--- src/common/smfar_pkg.sv ---
// Constants shared by the aliased SIMD and float register file.
`default_nettype none
package smfar_pkg;

    // Register file geometry.
    localparam int unsigned NUM_REGS   = 8;
    localparam int unsigned FLOAT_W    = 80;
    localparam int unsigned SIMD_W     = 64;
    localparam int unsigned TAG_W      = 2;
    localparam int unsigned WORD16_W   = 16;

    // Operation codes issued by the execution pipeline.
    localparam logic [2:0] OP_SIMD_READ     = 3'h0;
    localparam logic [2:0] OP_SIMD_WRITE    = 3'h1;
    localparam logic [2:0] OP_EMPTY_SIMD    = 3'h2;
    localparam logic [2:0] OP_FLOAT_READ    = 3'h3;
    localparam logic [2:0] OP_FLOAT_WRITE   = 3'h4;
    localparam logic [2:0] OP_FLOAT_FREE    = 3'h5;
    localparam logic [2:0] OP_STATE_SAVE    = 3'h6;
    localparam logic [2:0] OP_STATE_RESTORE = 3'h7;

    // Tag encodings and whole-word tag values.
    localparam logic [1:0]  TAG_NONZERO   = 2'h0;
    localparam logic [1:0]  TAG_ZERO      = 2'h1;
    localparam logic [1:0]  TAG_SPECIAL   = 2'h2;
    localparam logic [1:0]  TAG_EMPTY     = 2'h3;
    localparam logic [15:0] TAGS_ALL_VALID = 16'h0000;
    localparam logic [15:0] TAGS_ALL_EMPTY = 16'hffff;
    localparam logic [15:0] TAG_FIELD_ONES = 16'h0003;

    // Float value fields.
    localparam int unsigned EXP_HI  = 78;
    localparam int unsigned EXP_LO  = 64;
    localparam int unsigned INT_BIT = 63;
    localparam logic [14:0] EXP_MAX  = 15'h7fff;
    localparam logic [14:0] EXP_NONE = 15'h0000;
    localparam logic [15:0] UPPER_ONES = 16'hffff;

    // Float status word: stack_top_field and the bits SIMD ops keep.
    localparam int unsigned TOP_LO = 11;
    localparam int unsigned TOP_HI = 13;
    localparam logic [2:0]  TOP_CLEAR        = 3'h0;
    localparam logic [15:0] STATUS_KEEP_MASK = 16'hc7ff;

    // machine_control_register bit positions.
    localparam int unsigned MCR_MON_BIT = 1;
    localparam int unsigned MCR_EMU_BIT = 2;
    localparam int unsigned MCR_TS_BIT  = 3;
    localparam logic [3:0]  MCR_WMASK   = 4'he;

    // APB byte offsets.
    localparam int unsigned ADDR_W = 12;
    localparam logic [11:0] OFS_MCR       = 12'h000;
    localparam logic [11:0] OFS_STATUS    = 12'h004;
    localparam logic [11:0] OFS_TAG       = 12'h008;
    localparam logic [11:0] OFS_CWORD     = 12'h00c;
    localparam logic [11:0] OFS_SAVED_TAG = 12'h010;

    // Reset values.
    localparam logic [3:0]  MCR_RST    = 4'h0;
    localparam logic [15:0] STATUS_RST = 16'h0000;
    localparam logic [15:0] TAG_RST    = 16'hffff;
    localparam logic [15:0] CWORD_RST  = 16'h0000;

endpackage : smfar_pkg
`default_nettype wire

--- src/logic/smfar_tag_class.sv ---
// Classifies one float data register into its stored tag code.
`timescale 1ns/100ps
`default_nettype none
module smfar_tag_class
    import smfar_pkg::*;
(
    // Register value and its empty marking
    input  wire logic [79:0] value,
    input  wire logic        empty,
    // Derived tag
    output logic      [1:0]  tag
);

    logic [14:0] exponent;

    assign exponent = value[EXP_HI:EXP_LO];

    // Denormals and unnormals count as special, as do infinities and NaNs.
    always_comb begin
        if (empty) begin
            tag = TAG_EMPTY;
        end else if (exponent == EXP_NONE && value[INT_BIT:0] == 64'h0) begin
            tag = TAG_ZERO;
        end else if (exponent == EXP_MAX || exponent == EXP_NONE || !value[INT_BIT]) begin
            tag = TAG_SPECIAL;
        end else begin
            tag = TAG_NONZERO;
        end
    end

endmodule : smfar_tag_class
`default_nettype wire

--- src/logic/smfar_fault_gate.sv ---
// Decides whether a SIMD operation runs or faults from the control flags.
`timescale 1ns/100ps
`default_nettype none
module smfar_fault_gate (
    // Issue and flags
    input  wire logic issue,
    input  wire logic emulate_flag,
    input  wire logic task_switched_flag,
    // Verdict
    output logic      exec_ok,
    output logic      invalid_opcode_fault,
    output logic      device_unavailable_fault
);

    // Emulation wins over task switching; the monitor flag plays no part.
    assign invalid_opcode_fault     = issue & emulate_flag;
    assign device_unavailable_fault = issue & ~emulate_flag & task_switched_flag;
    assign exec_ok                  = issue & ~emulate_flag & ~task_switched_flag;

endmodule : smfar_fault_gate
`default_nettype wire

--- src/logic/smfar_regfile.sv ---
// Aliased SIMD and float register file with tag, stack-top and fault logic.
//
// Decided for this implementation: the APB register port and the register offsets.
`timescale 1ns/100ps
`default_nettype none
module smfar_regfile
    import smfar_pkg::*;
(
    // Clock and reset
    input  wire logic        pclk,
    input  wire logic        presetn,
    // APB slave
    input  wire logic        psel,
    input  wire logic        penable,
    input  wire logic        pwrite,
    input  wire logic [11:0] paddr,
    input  wire logic [31:0] pwdata,
    output logic      [31:0] prdata,
    output logic             pready,
    output logic             pslverr,
    // Operation request from the pipeline
    input  wire logic        op_valid,
    input  wire logic [2:0]  op_code,
    input  wire logic [2:0]  op_reg,
    input  wire logic [79:0] op_wdata,
    input  wire logic [15:0] op_tag_in,
    // Operation answer
    output logic             op_done,
    output logic      [79:0] op_rdata,
    output logic      [15:0] stored_tag_image,
    output logic             invalid_opcode_fault,
    output logic             device_unavailable_fault
);

    typedef struct packed {
        logic [7:0][79:0] fdata;
        logic [15:0]      tag;
        logic [15:0]      status;
        logic [15:0]      cword;
        logic [3:0]       mcr;
        logic [15:0]      saved_tag;
        logic [79:0]      rdata;
        logic             done;
        logic             ud;
        logic             nm;
        logic             ack;
        logic             err;
        logic [31:0]      prdata;
    } smfar_state_t;

    smfar_state_t st;
    smfar_state_t next_st;

    ////////////////////////////////////////////////////////////////////////////
    // Operation decode and fault gating

    logic        is_simd;
    logic        exec_ok;
    logic        ud_c;
    logic        nm_c;
    logic        simd_issue;
    logic [15:0] class_tag;
    logic [7:0]  empty_sel;
    logic [63:0] sel_low;
    logic [63:0] wdata_low;
    logic [15:0] field_mask;

    assign is_simd    = (op_code == OP_SIMD_READ) || (op_code == OP_SIMD_WRITE)
                     || (op_code == OP_EMPTY_SIMD);
    assign simd_issue = op_valid & is_simd;
    assign sel_low    = st.fdata[op_reg][63:0];
    assign wdata_low  = op_wdata[63:0];
    assign field_mask = TAG_FIELD_ONES << {op_reg, 1'b0};

    smfar_fault_gate u_gate (
        .issue                    (simd_issue),
        .emulate_flag             (st.mcr[MCR_EMU_BIT]),
        .task_switched_flag       (st.mcr[MCR_TS_BIT]),
        .exec_ok                  (exec_ok),
        .invalid_opcode_fault     (ud_c),
        .device_unavailable_fault (nm_c)
    );

    // Restore judges emptiness from the memory image, save from the live tags.
    genvar gi;
    generate
        for (gi = 0; gi < 8; gi++) begin : g_class
            assign empty_sel[gi] = (op_code == OP_STATE_RESTORE)
                ? (op_tag_in[2*gi +: 2] == TAG_EMPTY)
                : (st.tag[2*gi +: 2] == TAG_EMPTY);
            smfar_tag_class u_class (
                .value (st.fdata[gi]),
                .empty (empty_sel[gi]),
                .tag   (class_tag[2*gi +: 2])
            );
        end
    endgenerate

    ////////////////////////////////////////////////////////////////////////////
    // APB decode

    logic        apb_access;
    logic        apb_wr;
    logic        addr_hit;
    logic [31:0] rd_word;

    assign apb_access = psel & penable & ~st.ack;
    assign apb_wr     = st.ack & psel & penable & pwrite & ~st.err;

    always_comb begin
        rd_word  = 32'h0;
        addr_hit = 1'b1;
        case (paddr)
            OFS_MCR:       rd_word = {28'h0, st.mcr};
            OFS_STATUS:    rd_word = {16'h0, st.status};
            OFS_TAG:       rd_word = {16'h0, st.tag};
            OFS_CWORD:     rd_word = {16'h0, st.cword};
            OFS_SAVED_TAG: rd_word = {16'h0, st.saved_tag};
            default:       addr_hit = 1'b0;
        endcase
    end

    ////////////////////////////////////////////////////////////////////////////
    // Next state

    always_comb begin
        next_st      = st;
        next_st.done = 1'b0;
        next_st.ud   = 1'b0;
        next_st.nm   = 1'b0;

        // One wait state lets read data come from a flip-flop.
        next_st.ack = apb_access;
        if (apb_access) begin
            next_st.prdata = rd_word;
            next_st.err    = ~addr_hit;
        end
        if (apb_wr) begin
            case (paddr)
                OFS_MCR:    next_st.mcr = pwdata[3:0] & MCR_WMASK;
                OFS_STATUS: next_st.status = pwdata[15:0];
                OFS_TAG:    next_st.tag = pwdata[15:0];
                OFS_CWORD:  next_st.cword = pwdata[15:0];
                default:    ;
            endcase
        end

        // Operations are applied after bus writes, so they win on a clash.
        if (simd_issue && !exec_ok) begin
            next_st.ud = ud_c;
            next_st.nm = nm_c;
        end else if (op_valid) begin
            next_st.done = 1'b1;
            if (is_simd) begin
                next_st.status[TOP_HI:TOP_LO] = TOP_CLEAR;
            end
            case (op_code)
                OP_SIMD_READ: begin
                    // Index is the physical register number, never stack-relative.
                    next_st.rdata = {16'h0, sel_low};
                    next_st.tag   = TAGS_ALL_VALID;
                end
                OP_SIMD_WRITE: begin
                    next_st.fdata[op_reg] = {UPPER_ONES, wdata_low};
                    next_st.tag           = TAGS_ALL_VALID;
                end
                OP_EMPTY_SIMD: begin
                    next_st.tag = TAGS_ALL_EMPTY;
                end
                OP_FLOAT_READ: begin
                    next_st.rdata = st.fdata[op_reg];
                end
                OP_FLOAT_WRITE: begin
                    next_st.fdata[op_reg] = op_wdata;
                    next_st.tag = (st.tag & ~field_mask);
                end
                OP_FLOAT_FREE: begin
                    next_st.tag = st.tag | field_mask;
                end
                OP_STATE_SAVE: begin
                    next_st.saved_tag = class_tag;
                    next_st.tag       = TAGS_ALL_EMPTY;
                end
                OP_STATE_RESTORE: begin
                    next_st.tag = class_tag;
                end
                default: ;
            endcase
        end
    end

    always_ff @(posedge pclk or negedge presetn) begin
        if (!presetn) begin
            st        <= '0;
            st.tag    <= TAG_RST;
            st.status <= STATUS_RST;
            st.cword  <= CWORD_RST;
            st.mcr    <= MCR_RST;
        end else begin
            st <= next_st;
        end
    end

    ////////////////////////////////////////////////////////////////////////////
    // Outputs

    assign prdata                   = st.prdata;
    assign pready                   = st.ack;
    assign pslverr                  = st.ack & st.err;
    assign op_done                  = st.done;
    assign op_rdata                 = st.rdata;
    assign stored_tag_image         = st.saved_tag;
    assign invalid_opcode_fault     = st.ud;
    assign device_unavailable_fault = st.nm;
endmodule : smfar_regfile
`default_nettype wire

--- config.mk ---
export PLATFORM = sky130hd
export DESIGN_NAME = smfar_regfile
export DESIGN_NICKNAME = d
export VERILOG_FILES = /design/src/common/smfar_pkg.sv /design/src/logic/smfar_tag_class.sv /design/src/logic/smfar_fault_gate.sv /design/src/logic/smfar_regfile.sv
export SDC_FILE = /design/constraint.sdc
export NUM_CORES = 1
export LEC_CHECK = 0
export BUFFER_PORTS_ARGS = -buffer_cell sky130_fd_sc_hd__buf_2
export CAP_MARGIN = 10
export CORE_MARGIN = 4
export CORE_UTILIZATION = 50
export DETAILED_ROUTE_END_ITERATION = 10
export PLACE_DENSITY = 0.68
export SETUP_SLACK_MARGIN = 0.2
export SKIP_LAST_GASP = 1
export SLEW_MARGIN = 20
export SYNTH_ARGS = -nofsm -noshare
export SYNTH_HDL_FRONTEND = slang
export SYNTH_SLANG_ARGS = --single-unit
export TNS_END_PERCENT = 20
--- constraint.sdc ---
create_clock -name pclk -period 2.7 [get_ports pclk]
set_input_delay 0.54 -clock pclk [delete_from_list [all_inputs] [get_ports pclk]]
set_output_delay 0.54 -clock pclk [all_outputs]
set_load 0.02 [all_outputs]
==> impl_metrics.py <==
metrics = {
    "cells_and_area": {
        "area_growth_pct": 15.09,
        "fin_util_pct": 58.39,
        "layout-drive-gt1-share_pct": 35.65,
        "fin_area_um2": 42890,
        "fin_cells": 4330,
        "nFillCells": 5962,
        "final_nets": 3449,
    },
    "synth": {
        "yosysWarnings": 0,
        "ys_top_cells_by_area": "dfrtp_1 53%, mux2_2 17%, a22oi_1 5.5%",
        "ys_async_sr_fraction_pct": 100.0,
        "synth_top_area_share_pct": 53.18,
        "netlist_instances": 3076,
        "synth_most_common_cell": "dfrtp_1",
        "synth_flop_cell": "dfrtp_1",
        "yosys-top-cells-count": "792 x dfrtp_1, 568 x mux2_2, 274 x a22oi_1",
        "ys_seq_area_share_pct": 54.31,
        "synth_area_um2": 37260,
        "synth-edff-count": 0,
        "ys_ff_latch": 808,
        "syn_area_per_cell_um2": 12.11,
        "synth_cell_types": 61,
        "yosysTopAreaCell": "dfrtp_1",
    },
    "worst_setup_path": {
        "worstSetupStartpointType": "register",
        "required_ns": 3.27,
        "crit_type": "reg -> reg",
        "cp.arrival_ns": 3.00,
        "crit_fanout": 26,
        "cp-end-kind": "register",
    },
    "sta": {
        "tightest_slew_ns": 1.069,
        "fin_hold_ws_ns": 0.1723,
        "final.min_clock_period_ns": 2.424,
        "period_share_pct": 89.78,
        "slew-limit-headroom_pct": 28.23,
        "timing.setup.tns_ns": 0,
        "setup_slack_ns": 0.2761,
        "rsz0062_at_grt": "yes",
        "finClkSkew_ns": 0.02068,
        "final-max-slew-violation-count": 0,
        "fmax_mhz": 412.6,
        "hold_viol_final": 0,
        "setup_violations": 0,
    },
    "routing": {
        "via_count": 28460,
        "ant_nets": 0,
        "wl_per_cell_um": 28.77,
        "drt_iter0_markers": 3256,
        "drt-total-wl_mm": 124.6,
        "drt_pass1_iterations": 6,
        "drc": 0,
        "avgViaCountPerCell": 6.573,
    },
    "floorplanning": {
        "die_w_um": 281,
        "coreArea_um2": 73450,
        "io_pins": 285,
        "die_h_um": 281,
        "die-area_um2": 78960,
        "std_cell_rows": 99,
        "initial_core_util_pct": 50.73,
    },
    "place": {
        "dp_cells": 4168,
        "hpwl_mm": 87.23,
        "place.gp.congestion": 0.9386,
        "portBuffers": 252,
        "post_dp_cell_area_um2": 39980,
        "place_ws_ns": -0.02901,
    },
    "cts": {
        "clock_latency_ns": 0.65,
        "cts_sinks": 808,
        "root_buffer": "clkbuf_16",
        "cts.htree.levels": 3,
        "numCtsBuffers": 85,
        "cts_tree": "yes",
        "cts.path.max_buffers": 3,
        "cts.clk_slew.worst_paths_ns": 0.06,
    },
    "power": {
        "peakVddDrop_mv": 0.5217,
        "leakage_nw": 19.07,
        "power_mw": 36.00,
        "p_per_area_nw_per_um2": 839.3,
    },
    "global_route": {
        "grt_first_pass_wirelength_mm": 186.2,
        "grt_max_degree": 99,
        "grt_usage_pct": 31.17,
        "grt_pass1_vias": 28750,
        "overflow": 0,
        "antenna_found_initial": 10,
    },
    "worst_hold_path": {
        "hold_path_class": "in -> reg",
    },
    "status": {
        "status": "finished clean",
    },
    "run": {
        "maxCapViolCount": 0,
    },
}
## worst max-delay path, cell delays in order, from the launching register on
cell	delay (ns)
dfrtp_1	0.38
nor2_1	0.39
o31ai_4	0.10
or4_4	0.63
buf_12	0.23
a41oi_1	0.36
buf_4	0.18
a21o_1	0.07
## layer usage
| metal | vias up | routed length [um] | global-route usage [%] |
|---|---|---|---|
| met5 | - | 47 | 0 |
| met1 | 14520 | 48580 | 42.05 |
| li1 | 12020 | - | - |
| met4 | 6 | 6985 | 15.14 |
| met2 | 1581 | 57560 | 49.24 |
| met3 | 340 | 11420 | 5.441 |
## cells in the final DEF (no fill, tap or decap), types with 14 or more instances in the layout
master / synthesis / layout
a222oi_1: 15 / 15
a221oi_1: 19 / 19
mux2i_1: 29 / 29
clkbuf_1: 65 / 20
clkbuf_16: 0 / 86
nor3_1: 28 / 27
a22oi_1: 274 / 274
nand4_1: 64 / 64
buf_2: 110 / 251
nand3_1: 14 / 14
o21ai_0: 33 / 33
a31oi_1: 14 / 14
a21o_1: 74 / 74
a22o_1: 17 / 17
dfstp_2: 16 / 16
a211oi_1: 21 / 21
mux2_2: 568 / 568
nand2_1: 86 / 86
buf_12: 0 / 46
buf_4: 142 / 151
a41oi_1: 61 / 61
nor4_1: 154 / 152
conb_1: 1 / 16
a21oi_1: 151 / 151
clkbuf_8: 0 / 23
dfrtp_1: 792 / 792
nor2_1: 186 / 186
## final timing paths
kind / slack [ns] / cells past startpoint / to / startpoint
setup reg to reg: 0.28 / 7 / op_rdata[22]$_DFFE_PN0P_ / st[135]$_DFFE_PN0P_
max in group asynchronous: 1.34 / 3 / asynchronous set/reset pin / presetn
setup / recovery: 0.28 / 7 / op_rdata[22]$_DFFE_PN0P_ / st[135]$_DFFE_PN0P_
hold reg to reg: 0.47 / 1 / op_rdata[46]$_DFFE_PN0P_ / op_rdata[46]$_DFFE_PN0P_
hold / removal: 0.17 / 2 / st[149]$_DFFE_PN0P_ / pwdata[12]
min in group asynchronous: 0.42 / 2 / st[139]$_DFFE_PN0P_ / presetn
## kinds of logic after synthesis
| family | after synthesis | synth area share [%] |
|---|---|---|
| mux | 599 | 18.06 |
| compound gates | 722 | 13.71 |
| buf+inv | 340 | 5.285 |
| flops | 808 | 54.31 |
| simple gates | 605 | 8.592 |
| xor+xnor | 1 | 0.02351 |
| other cells | 1 | 0.01006 |
## power by group
group | total [mW] | switching [mW] | internal [mW]
logic | 6.60 | 3.45 | 3.15
clock network | 12.0 | 4.96 | 7.01
registers | 17.4 | 2.67 | 14.8
total | 36.0 | 11.1 | 24.9
## layout make-up
cell class / instances / area (um2) / share of cell area, %
flip-flops and latches: 808 / 20240 / 47.19
clock buffers: 129 / 2544 / 5.931
multi-input cells: 1943 / 15200 / 35.45
well taps: 959 / 1200 / 2.798
diodes: 8 / 20.02 / 0.04668
inverters: 9 / 33.78 / 0.07877
clock inverters: 24 / 314.1 / 0.7322
repair buffers: 450 / 3336 / 7.778
## timing repair
action / CTS / global route
hold buffers: 1 / 0
setup buffers: 0 / 0
cloned: 0 / 0
hold endpoints to repair: 34 / 0
resized for setup: 2 / 1
endpoints found under the setup margin: 4 / 5
Note: power is estimated with default switching activity, not from simulation.
